`src/shared/sfs_pkg.sv`:
```
// Shared constants and carrier types for the serial frame slave.
package sfs_pkg;

    // ------------------------------------------------------------
    // Frame format
    // ------------------------------------------------------------
    localparam logic [5:0] FRAME_LEN = 6'h18;
    localparam logic [5:0] CMD_LEN = 6'h08;
    localparam logic [5:0] CNT_MAX = 6'h3F;
    localparam int CMD_HI = 23;
    localparam int CMD_LO = 16;
    localparam int TX_DATA_HI = 22;
    localparam int TX_DATA_LO = 7;

    localparam logic [1:0] OP_WRITE = 2'h0;
    localparam logic [1:0] OP_READ = 2'h1;
    localparam logic [1:0] OP_RDCLR = 2'h2;
    localparam logic [1:0] OP_ROM = 2'h3;

    // ------------------------------------------------------------
    // Register map
    // ------------------------------------------------------------
    localparam logic [5:0] ADDR_NULL = 6'h00;
    localparam logic [5:0] ADDR_OUT_SW = 6'h01;
    localparam logic [5:0] ADDR_SMPS = 6'h02;
    localparam logic [5:0] ADDR_HC_CFG = 6'h03;
    localparam logic [5:0] ADDR_CUR_MUX = 6'h04;
    localparam logic [5:0] ADDR_PWM = 6'h05;
    localparam logic [5:0] ADDR_OL_DIS = 6'h06;
    localparam logic [5:0] ADDR_STAT_OC = 6'h10;
    localparam logic [5:0] ADDR_STAT_OL = 6'h11;
    localparam logic [5:0] ADDR_STAT_TV = 6'h12;
    localparam logic [5:0] ADDR_ALL = 6'h3F;

    localparam logic [5:0] ROM_HEADER = 6'h00;
    localparam logic [5:0] ROM_VERSION = 6'h01;
    localparam logic [5:0] ROM_PROD1 = 6'h02;
    localparam logic [5:0] ROM_PROD2 = 6'h03;
    localparam logic [5:0] ROM_FUSES = 6'h3D;
    localparam logic [5:0] ROM_FRAME_ID = 6'h3E;
    localparam logic [7:0] FRAME_ID_VAL = 8'h02;

    localparam logic [15:0] MASK_OUT_SW = 16'hFFFF;
    localparam logic [15:0] MASK_SMPS = 16'h3F3F;
    localparam logic [15:0] MASK_HC_CFG = 16'hFF7F;
    localparam logic [15:0] MASK_CUR_MUX = 16'hFF0F;
    localparam logic [15:0] MASK_PWM = 16'h03FF;
    localparam logic [15:0] MASK_OL_DIS = 16'h00FF;
    localparam logic [15:0] RST_CTRL = 16'h0000;
    localparam logic [15:0] RST_HC_CFG = 16'hFF00;

    // ------------------------------------------------------------
    // Status byte positions
    // ------------------------------------------------------------
    localparam int SB_UVOV = 0;
    localparam int SB_OC = 1;
    localparam int SB_OL = 2;
    localparam int SB_TW = 3;
    localparam int SB_TSD = 4;
    localparam int SB_NRST = 5;
    localparam int SB_CERR = 6;
    localparam int SB_GERR = 7;
    localparam int TV_TSD = 7;
    localparam int TV_TW = 6;
    localparam int TV_VOLT_HI = 5;

    typedef enum logic [1:0] {
        SFS_IDLE = 2'h0,
        SFS_WAIT = 2'h1,
        SFS_SHIFT = 2'h3
    } sfs_state_type;

    typedef struct packed {
        logic [15:0] out_sw;
        logic [15:0] smps;
        logic [15:0] hc_cfg;
        logic [15:0] cur_mux;
        logic [15:0] pwm;
        logic [15:0] ol_dis;
    } sfs_ctrl_type;

    typedef struct packed {
        logic [15:0] over_cur;
        logic [7:0] open_load;
        logic [7:0] tsd_volt;
    } sfs_fault_type;

endpackage

```
`src/logic/sfs_frame_slave.sv`:
```
// Serial frame slave: 24-bit command frames, status header, register file.
`timescale 1ns/1ps
`default_nettype none
module sfs_frame_slave #(
    parameter logic [7:0] ID_HEADER = 8'h11, // Arbitrary value.
    parameter logic [7:0] ID_VERSION = 8'h22, // Arbitrary value.
    parameter logic [7:0] ID_PROD1 = 8'h33, // Arbitrary value.
    parameter logic [7:0] ID_PROD2 = 8'h44 // Arbitrary value.
) (
    input wire logic clk, // System clock, 250 MHz.
    input wire logic rstn, // Synchronous reset, active low.
    input wire logic sck, // Serial clock pin.
    input wire logic sdi, // Serial data in pin.
    input wire logic chip_select_low, // Chip select pin, active low.
    output logic sdo, // Serial data out.
    output logic sdo_oe, // Output enable of serial data out.
    input wire sfs_pkg::sfs_fault_type fault_ev, // Fault event pulses.
    input wire logic [9:0] fuse_data, // Fuse bits for the ROM.
    output sfs_pkg::sfs_ctrl_type ctrl, // Control registers.
    output logic soft_reset // Pulse when a software reset occurs.
);
    import sfs_pkg::*;

    // ------------------------------------------------------------
    // Pin synchronisers
    // ------------------------------------------------------------
    logic sck_rise;
    logic sck_fall;
    logic sdi_lvl;
    logic cs_lvl;

    sfs_pin_sync #(.RST_VAL(1'b0)) u_sck (
        .clk(clk),
        .rstn(rstn),
        .pin(sck),
        .lvl(),
        .rise(sck_rise),
        .fall(sck_fall)
    );

    sfs_pin_sync #(.RST_VAL(1'b0)) u_sdi (
        .clk(clk),
        .rstn(rstn),
        .pin(sdi),
        .lvl(sdi_lvl),
        .rise(),
        .fall()
    );

    sfs_pin_sync #(.RST_VAL(1'b1)) u_cs (
        .clk(clk),
        .rstn(rstn),
        .pin(chip_select_low),
        .lvl(cs_lvl),
        .rise(),
        .fall()
    );

    // ------------------------------------------------------------
    // Status registers
    // ------------------------------------------------------------
    logic [15:0] stat_oc;
    logic [7:0] stat_ol;
    logic [7:0] stat_tv;
    logic clr_oc;
    logic clr_ol;
    logic clr_tv;

    sfs_stat_bits #(.W(16)) u_stat_oc (
        .clk(clk),
        .rstn(rstn),
        .set(fault_ev.over_cur),
        .clr(clr_oc),
        .q(stat_oc)
    );

    sfs_stat_bits #(.W(8)) u_stat_ol (
        .clk(clk),
        .rstn(rstn),
        .set(fault_ev.open_load),
        .clr(clr_ol),
        .q(stat_ol)
    );

    sfs_stat_bits #(.W(8)) u_stat_tv (
        .clk(clk),
        .rstn(rstn),
        .set(fault_ev.tsd_volt),
        .clr(clr_tv),
        .q(stat_tv)
    );

    // ------------------------------------------------------------
    // Global status byte
    // ------------------------------------------------------------
    logic comm_ok;
    logic comm_err;
    logic swrst_flag;
    logic bit0;
    logic [7:0] status_byte;

    always_comb
    begin
        bit0 = comm_ok ? |stat_tv[TV_VOLT_HI:0] : swrst_flag;
        status_byte = '0;
        status_byte[SB_UVOV] = bit0;
        status_byte[SB_OC] = |stat_oc;
        status_byte[SB_OL] = |stat_ol;
        status_byte[SB_TW] = stat_tv[TV_TW];
        status_byte[SB_TSD] = stat_tv[TV_TSD];
        status_byte[SB_NRST] = comm_ok;
        status_byte[SB_CERR] = comm_err;
        // Bit 5 is active low, so a low bit 5 counts as a failure.
        status_byte[SB_GERR] = |{comm_err, ~comm_ok, status_byte[SB_TSD:SB_UVOV]};
    end

    // ------------------------------------------------------------
    // Read data for the command being received
    // ------------------------------------------------------------
    logic [23:0] rx;
    logic [7:0] cmd_now;
    logic [15:0] rdata;

    always_comb
    begin
        cmd_now = {rx[6:0], sdi_lvl};
        rdata = '0;
        if (cmd_now[7:6] == OP_ROM)
        begin
            unique case (cmd_now[5:0])
                ROM_HEADER: rdata[15:8] = ID_HEADER;
                ROM_VERSION: rdata[15:8] = ID_VERSION;
                ROM_PROD1: rdata[15:8] = ID_PROD1;
                ROM_PROD2: rdata[15:8] = ID_PROD2;
                ROM_FUSES: rdata[15:8] = fuse_data[7:0];
                ROM_FRAME_ID: rdata[15:8] = FRAME_ID_VAL;
                default: rdata = '0;
            endcase
            if (cmd_now[5:0] == ROM_FUSES)
            begin
                rdata[1:0] = fuse_data[9:8];
            end
        end
        else
        begin
            unique case (cmd_now[5:0])
                ADDR_OUT_SW: rdata = ctrl.out_sw;
                ADDR_SMPS: rdata = ctrl.smps;
                ADDR_HC_CFG: rdata = ctrl.hc_cfg;
                ADDR_CUR_MUX: rdata = ctrl.cur_mux;
                ADDR_PWM: rdata = ctrl.pwm;
                ADDR_OL_DIS: rdata = ctrl.ol_dis;
                ADDR_STAT_OC: rdata = stat_oc;
                ADDR_STAT_OL: rdata = {8'h00, stat_ol};
                ADDR_STAT_TV: rdata = {8'h00, stat_tv};
                ADDR_ALL: rdata = (cmd_now[7:6] == OP_RDCLR) ? ctrl.hc_cfg : 16'h0000;
                default: rdata = '0;
            endcase
        end
    end

    // ------------------------------------------------------------
    // Frame engine
    // ------------------------------------------------------------
    sfs_state_type state;
    sfs_state_type next_state;
    logic [5:0] cnt;
    logic [5:0] next_cnt;
    logic [23:0] next_rx;
    logic [23:0] tx;
    logic [23:0] next_tx;
    logic [7:0] cmd;
    logic [7:0] next_cmd;
    logic cmd_ok;
    logic next_cmd_ok;
    logic seen0;
    logic seen1;
    logic next_seen0;
    logic next_seen1;
    logic next_sdo;
    logic next_sdo_oe;
    logic fin;

    always_comb
    begin
        next_state = state;
        next_cnt = cnt;
        next_rx = rx;
        next_tx = tx;
        next_cmd = cmd;
        next_cmd_ok = cmd_ok;
        next_seen0 = seen0;
        next_seen1 = seen1;
        fin = 1'b0;
        unique case (state)
            SFS_IDLE:
            begin
                if (!cs_lvl)
                begin
                    next_state = SFS_WAIT;
                    next_cnt = '0;
                    next_cmd_ok = 1'b0;
                    next_seen0 = 1'b0;
                    next_seen1 = 1'b0;
                    next_tx = {status_byte, 16'h0000};
                end
            end
            SFS_WAIT, SFS_SHIFT:
            begin
                if (cs_lvl)
                begin
                    next_state = SFS_IDLE;
                    fin = 1'b1;
                end
                else if (sck_rise)
                begin
                    next_state = SFS_SHIFT;
                    next_cnt = (cnt == CNT_MAX) ? cnt : cnt + 6'h01;
                    next_rx = {rx[22:0], sdi_lvl};
                    next_seen0 = seen0 | ~sdi_lvl;
                    next_seen1 = seen1 | sdi_lvl;
                    if (cnt == CMD_LEN - 6'h01)
                    begin
                        next_cmd = cmd_now;
                        next_cmd_ok = 1'b1;
                        next_tx[TX_DATA_HI:TX_DATA_LO] = rdata;
                    end
                end
                else if (sck_fall && state == SFS_SHIFT)
                begin
                    next_tx = {tx[22:0], 1'b0};
                end
            end
            default:
            begin
                next_state = SFS_IDLE;
            end
        endcase
        next_sdo_oe = (next_state != SFS_IDLE);
        next_sdo = 1'b0;
        if (next_state == SFS_WAIT)
        begin
            next_sdo = status_byte[SB_GERR];
        end
        else if (next_state == SFS_SHIFT)
        begin
            next_sdo = next_tx[23];
        end
    end

    always_ff @(posedge clk)
    begin
        if (!rstn)
        begin
            state <= SFS_IDLE;
            cnt <= '0;
            rx <= '0;
            tx <= '0;
            cmd <= '0;
            cmd_ok <= 1'b0;
            seen0 <= 1'b0;
            seen1 <= 1'b0;
            sdo <= 1'b0;
            sdo_oe <= 1'b0;
        end
        else
        begin
            state <= next_state;
            cnt <= next_cnt;
            rx <= next_rx;
            tx <= next_tx;
            cmd <= next_cmd;
            cmd_ok <= next_cmd_ok;
            seen0 <= next_seen0;
            seen1 <= next_seen1;
            sdo <= next_sdo;
            sdo_oe <= next_sdo_oe;
        end
    end

    // ------------------------------------------------------------
    // End-of-frame actions
    // ------------------------------------------------------------
    logic len_ok;
    logic stuck;
    logic valid;
    logic [1:0] op;
    logic [5:0] addr;
    sfs_ctrl_type next_ctrl;
    logic next_comm_ok;
    logic next_comm_err;
    logic next_swrst_flag;
    logic [15:0] wdata;

    always_comb
    begin
        op = cmd[7:6];
        addr = cmd[5:0];
        wdata = rx[15:0];
        len_ok = (cnt == FRAME_LEN);
        stuck = (cnt != 6'h00) && !(seen0 && seen1);
        if (cmd_ok && op != OP_ROM && addr == ADDR_NULL)
        begin
            stuck = 1'b1;
        end
        if (cmd_ok && op == OP_ROM && addr == ADDR_ALL)
        begin
            stuck = 1'b1;
        end
        valid = fin && len_ok && !stuck;
        next_ctrl = ctrl;
        next_comm_ok = comm_ok;
        next_comm_err = comm_err;
        next_swrst_flag = swrst_flag;
        clr_oc = 1'b0;
        clr_ol = 1'b0;
        clr_tv = 1'b0;
        if (fin && stuck)
        begin
            // Software reset: control registers reload their defaults, all zero except hc_cfg, which loads RST_HC_CFG.
            next_ctrl = {RST_CTRL, RST_CTRL, RST_HC_CFG, RST_CTRL, RST_CTRL, RST_CTRL};
            clr_oc = 1'b1;
            clr_ol = 1'b1;
            clr_tv = 1'b1;
            next_comm_ok = 1'b0;
            next_comm_err = 1'b1;
            next_swrst_flag = 1'b1;
        end
        else if (fin && !len_ok)
        begin
            next_comm_ok = 1'b0;
            next_comm_err = 1'b1;
            next_swrst_flag = 1'b0;
        end
        else if (valid)
        begin
            next_comm_ok = 1'b1;
            next_comm_err = 1'b0;
            next_swrst_flag = 1'b0;
            if (op == OP_WRITE)
            begin
                unique case (addr)
                    ADDR_OUT_SW: next_ctrl.out_sw = wdata & MASK_OUT_SW;
                    ADDR_SMPS: next_ctrl.smps = wdata & MASK_SMPS;
                    ADDR_HC_CFG: next_ctrl.hc_cfg = wdata & MASK_HC_CFG;
                    ADDR_CUR_MUX: next_ctrl.cur_mux = wdata & MASK_CUR_MUX;
                    ADDR_PWM: next_ctrl.pwm = wdata & MASK_PWM;
                    ADDR_OL_DIS: next_ctrl.ol_dis = wdata & MASK_OL_DIS;
                    default: next_ctrl = ctrl;
                endcase
            end
            if (op == OP_RDCLR)
            begin
                clr_oc = (addr == ADDR_STAT_OC) || (addr == ADDR_ALL);
                clr_ol = (addr == ADDR_STAT_OL) || (addr == ADDR_ALL);
                clr_tv = (addr == ADDR_STAT_TV) || (addr == ADDR_ALL);
            end
        end
    end

    always_ff @(posedge clk)
    begin
        if (!rstn)
        begin
            ctrl <= {RST_CTRL, RST_CTRL, RST_HC_CFG, RST_CTRL, RST_CTRL, RST_CTRL};
            comm_ok <= 1'b0;
            comm_err <= 1'b0;
            swrst_flag <= 1'b0;
            soft_reset <= 1'b0;
        end
        else
        begin
            ctrl <= next_ctrl;
            comm_ok <= next_comm_ok;
            comm_err <= next_comm_err;
            swrst_flag <= next_swrst_flag;
            soft_reset <= fin && stuck;
        end
    end
endmodule
`default_nettype wire

```
`src/logic/sfs_pin_sync.sv`:
```
// Two-stage pin synchroniser with edge detection.
`timescale 1ns/1ps
`default_nettype none
module sfs_pin_sync #(
    parameter logic RST_VAL = 1'b0
) (
    input wire logic clk, // System clock.
    input wire logic rstn, // Synchronous reset, active low.
    input wire logic pin, // Asynchronous pin.
    output logic lvl, // Synchronised level.
    output logic rise, // One-cycle pulse on a rising edge.
    output logic fall // One-cycle pulse on a falling edge.
);
    logic meta;
    logic sync;
    logic last;
    logic next_meta;
    logic next_sync;
    logic next_last;

    always_comb
    begin
        next_meta = pin;
        next_sync = meta;
        next_last = sync;
    end

    always_ff @(posedge clk)
    begin
        if (!rstn)
        begin
            meta <= RST_VAL;
            sync <= RST_VAL;
            last <= RST_VAL;
        end
        else
        begin
            meta <= next_meta;
            sync <= next_sync;
            last <= next_last;
        end
    end

    assign lvl = sync;
    assign rise = sync & ~last;
    assign fall = ~sync & last;
endmodule
`default_nettype wire

```
`src/logic/sfs_stat_bits.sv`:
```
// Sticky status register bits with set-over-clear priority.
`timescale 1ns/1ps
`default_nettype none
module sfs_stat_bits #(
    parameter int W = 8
) (
    input wire logic clk, // System clock.
    input wire logic rstn, // Synchronous reset, active low.
    input wire logic [W-1:0] set, // Fault events, one per bit.
    input wire logic clr, // Clears every bit.
    output logic [W-1:0] q // Stored status.
);
    logic [W-1:0] next_q;

    // An event in the clearing cycle survives the clear.
    always_comb
    begin
        next_q = (clr ? '0 : q) | set;
    end

    always_ff @(posedge clk)
    begin
        if (!rstn)
        begin
            q <= '0;
        end
        else
        begin
            q <= next_q;
        end
    end
endmodule
`default_nettype wire

```
`config.mk`:
```
export PLATFORM = sky130hd
export DESIGN_NAME = sfs_frame_slave
export DESIGN_NICKNAME = d
export VERILOG_FILES = /design/src/shared/sfs_pkg.sv /design/src/logic/sfs_frame_slave.sv /design/src/logic/sfs_pin_sync.sv /design/src/logic/sfs_stat_bits.sv
export SDC_FILE = /design/constraint.sdc
export NUM_CORES = 1
export LEC_CHECK = 0
export BUFFER_PORTS_ARGS = -buffer_cell sky130_fd_sc_hd__buf_2
export CORE_ASPECT_RATIO = 1.2
export CORE_MARGIN = 10
export CORE_UTILIZATION = 50
export DETAILED_ROUTE_END_ITERATION = 6
export GPL_ROUTABILITY_DRIVEN = 0
export PLACE_DENSITY = 0.76
export REMOVE_ABC_BUFFERS = 1
export SKIP_LAST_GASP = 1
export SLEW_MARGIN = 40
export SYNTH_ARGS = -nofsm -noshare
export SYNTH_HDL_FRONTEND = slang
export SYNTH_SLANG_ARGS = --single-unit
```
`constraint.sdc`:
```
create_clock -name clk -period 2.3 [get_ports clk]
set_clock_uncertainty 0.05 [all_clocks]
set_input_delay 0.115 -clock clk [delete_from_list [all_inputs] [get_ports clk]]
set_output_delay 0.115 -clock clk [all_outputs]
set_load 0.01 [all_outputs]
```
==> run metrics <==
htree depth 4; family with the most delay on the worst path simple AND/OR/NAND/NOR gates; row count 50; Seq cells post-synth 176; fin nets 1,229; Worst slew margin 51.2%; input/output buffers 122; vias 8,383; worst-margin pin slew 0.732 ns; minimum clock period 2.33 ns; max-cap viol count 0; core area 0.0156 sq mm; Worst path max stage delay 0.41 ns; slowest CP cell or3b_4; Fmax 429 MHz; Setup WS pre-CTS -0.0925 ns; Seq/Total Area, Yosys 44.6%; Final Worst Setup Slack -0.0293 ns; synth warn 0; share of cells above drive strength 1 26.0%; Tcrit/Tclk final 101%; number of synthesized flops with an enable pin 0; synthesized area 0.00790 sq mm; worst setup path class reg2reg; Worst-path clk slew 0.07 ns; CTS root buffer clkbuf_16; Max clock buf depth 2; Worst R2R Setup Slack -0.03 ns; main combinational cell family by area after synthesis simple AND/OR/NAND/NOR gates; violated checks negative setup slack; drt total wl 28.4 mm; fin cells 1,402; post-synth cell types 72; Critical Path Fanout Max 8; total power per unit cell area 618 mW/mm^2; via/cell ratio 5.98; Top cell by count, worst path buf_6; Final Core Density 66.9%; top cell type's share of synthesized area 44.6%; max-slew violations 0; ys flop type dfxtp_1; Post-DRT Antenna Nets 0; TNS Setup -0.0720 ns; Final Hold Fails 0; Syn Inst Count 964; die area 0.0212 sq mm; global route overflow 0; drt wl/cell 20.2 microns; largest net degree at the start of global routing 66; die width 135 microns; CP endpoint kind register; DRC violations left 0; worst path cell trace inv_2 > ha_4 > or3b_4 > nor4_4 > nand2_2 > buf_6 > nor3_4 > buf_6 > buf_12 > nand2_1 > a21oi_1; most frequent cell after synthesis nand2_1; Power, Total 6.43 mW; dominant cell type by area after synthesis dfxtp_1; Clock Sinks 176; HPWL Detailed 19.8 mm; CTS Buf Count 17; status complete, but fails checks; Die Span Y 158 microns; Max VDD drop 0.000469 V; I/O Pins 146; commonest cells in the netlist nand2_1 (193), dfxtp_1 (176), a21oi_1 (136); multiplexer share of the synthesized area 3.33%; ys async rst share 0%; xor/xnor share of the synthesized area 0.665%; number of global-route vias before repair 7,892; DRT Pass-1 Iters 6; Mapped Avg Cell Area 8.20 sq um; hold crit path type in2reg; initial antenna violation count 1; top cells by area, synth dfxtp_1 (45%), nand2_1 (9.2%), a21oi_1 (8.6%), nor2_1 (4.3%), mux2i_1 (3.0%); Synth Area in Compound Gates 20.5%; RSZ-0062 raised after global routing true; Synth Area in Simple Gates 24.6%; CP Launch Type register; # setup viols final 6; Starting DRT DRC Count 1,101; Worst Path Arrival 2.64 ns; insertion delay to the later sink of the worst-skew pair 0.44 ns; initial core utilization 50.7%; Adder-Cell Fraction of Synth Area 0.317%; CP Data Required Time 2.61 ns; Area growth, synth to finish 31.9%; CTS tree done; worst path bufs/invs 4; All-Layer GR Usage 25.7%; leakage dissipation 4.15 nW; cell count after placement 1,319; first-pass GRT wire length 43.3 mm
[metal layers]
metal	up-vias	routed length, microns	track usage, %
li1	3806	-	-
met1	3974	10900	31.2
met2	518	13700	42.6
met3	85	2710	5.58
met4	0	1060	11.5
met5	-	0	0
[where the power goes]
group          total (mW)  internal, mW  switching, mW
logic               0.364         0.159          0.205
registers            3.16          3.10         0.0542
clock network        2.91          1.67           1.25
[stage by stage]
step | area (sq um) | hold slack (ns)
after floorplan | 7540 | 0.138
after global placement | 9120 | 0.254
after detailed placement | 9120 | 0.258
after CTS | 10200 | 0.0562
after global routing | 10400 | 0.0828
final | 10400 | 0.0756
[layout make-up]
class                           count  area, sq um
Antenna cell                        1         2.50
Clock buffer                       21          460
Clock inverter                     11          131
Fill cell                        1277         5160
Inverter                            8         30.0
Multi-Input combinational cell    719         4160
Sequential cell                   176         3530
Tap cell                          208          260
Timing Repair Buffer              258         1850
[path summary, 6_finish.rpt]
path                   end  depth (start not counted)    startpoint
hold reg to reg   u_cs.lvl                          1     u_cs.meta
hold / removal      tx[17]                          4  fuse_data[2]
setup reg to reg  ctrl[80]                         11        cnt[0]
setup / recovery  ctrl[80]                         11        cnt[0]
[cell usage in the layout (no fill, tap or decap), types with 10 or more instances in the layout]
cell type      instances
dfxtp_1              171
a21oi_1              136
buf_4                 84
mux2i_1               22
conb_1                23
a22oi_1               24
buf_2                122
nand3_1               35
nor4_1                15
nand2_1              183
clkbuf_16             19
nor2_1                91
dlygate4sd3_1         38
and2_1                10
[timing repair]
action	CTS	global route
setup endpoints to repair	75	90
pin swaps	5	24
resized for setup	10	41
gates cloned	0	3
endpoints found under the hold margin	37	0
hold buffers	38	0
buffers inserted	3	6
[worst min-delay path, stage by stage]
cell and delay (ns):
buf_2 0.10, a21o_1 0.10, a221oi_1 0.08, o22ai_1 0.12
[sequential cells by signal (all words and copies together), names as in the netlist, 2 cells and up]
register	cells
cmd	8
cnt	6
ctrl	73
rx	16
state	2
tx	23
u_stat_oc.q	16
u_stat_ol.q	8
u_stat_tv.q	8
[kinds of logic (layout without fill, tap and decap cells)]
logic type	Yosys count	after routing
simple gates	415	415
compound gates	247	247
flops	176	176
buf+inv	91	298
mux	26	26
xor+xnor	6	6
fa+ha+maj	2	2
other cells	1	24
(Power assumes the default switching activity.)
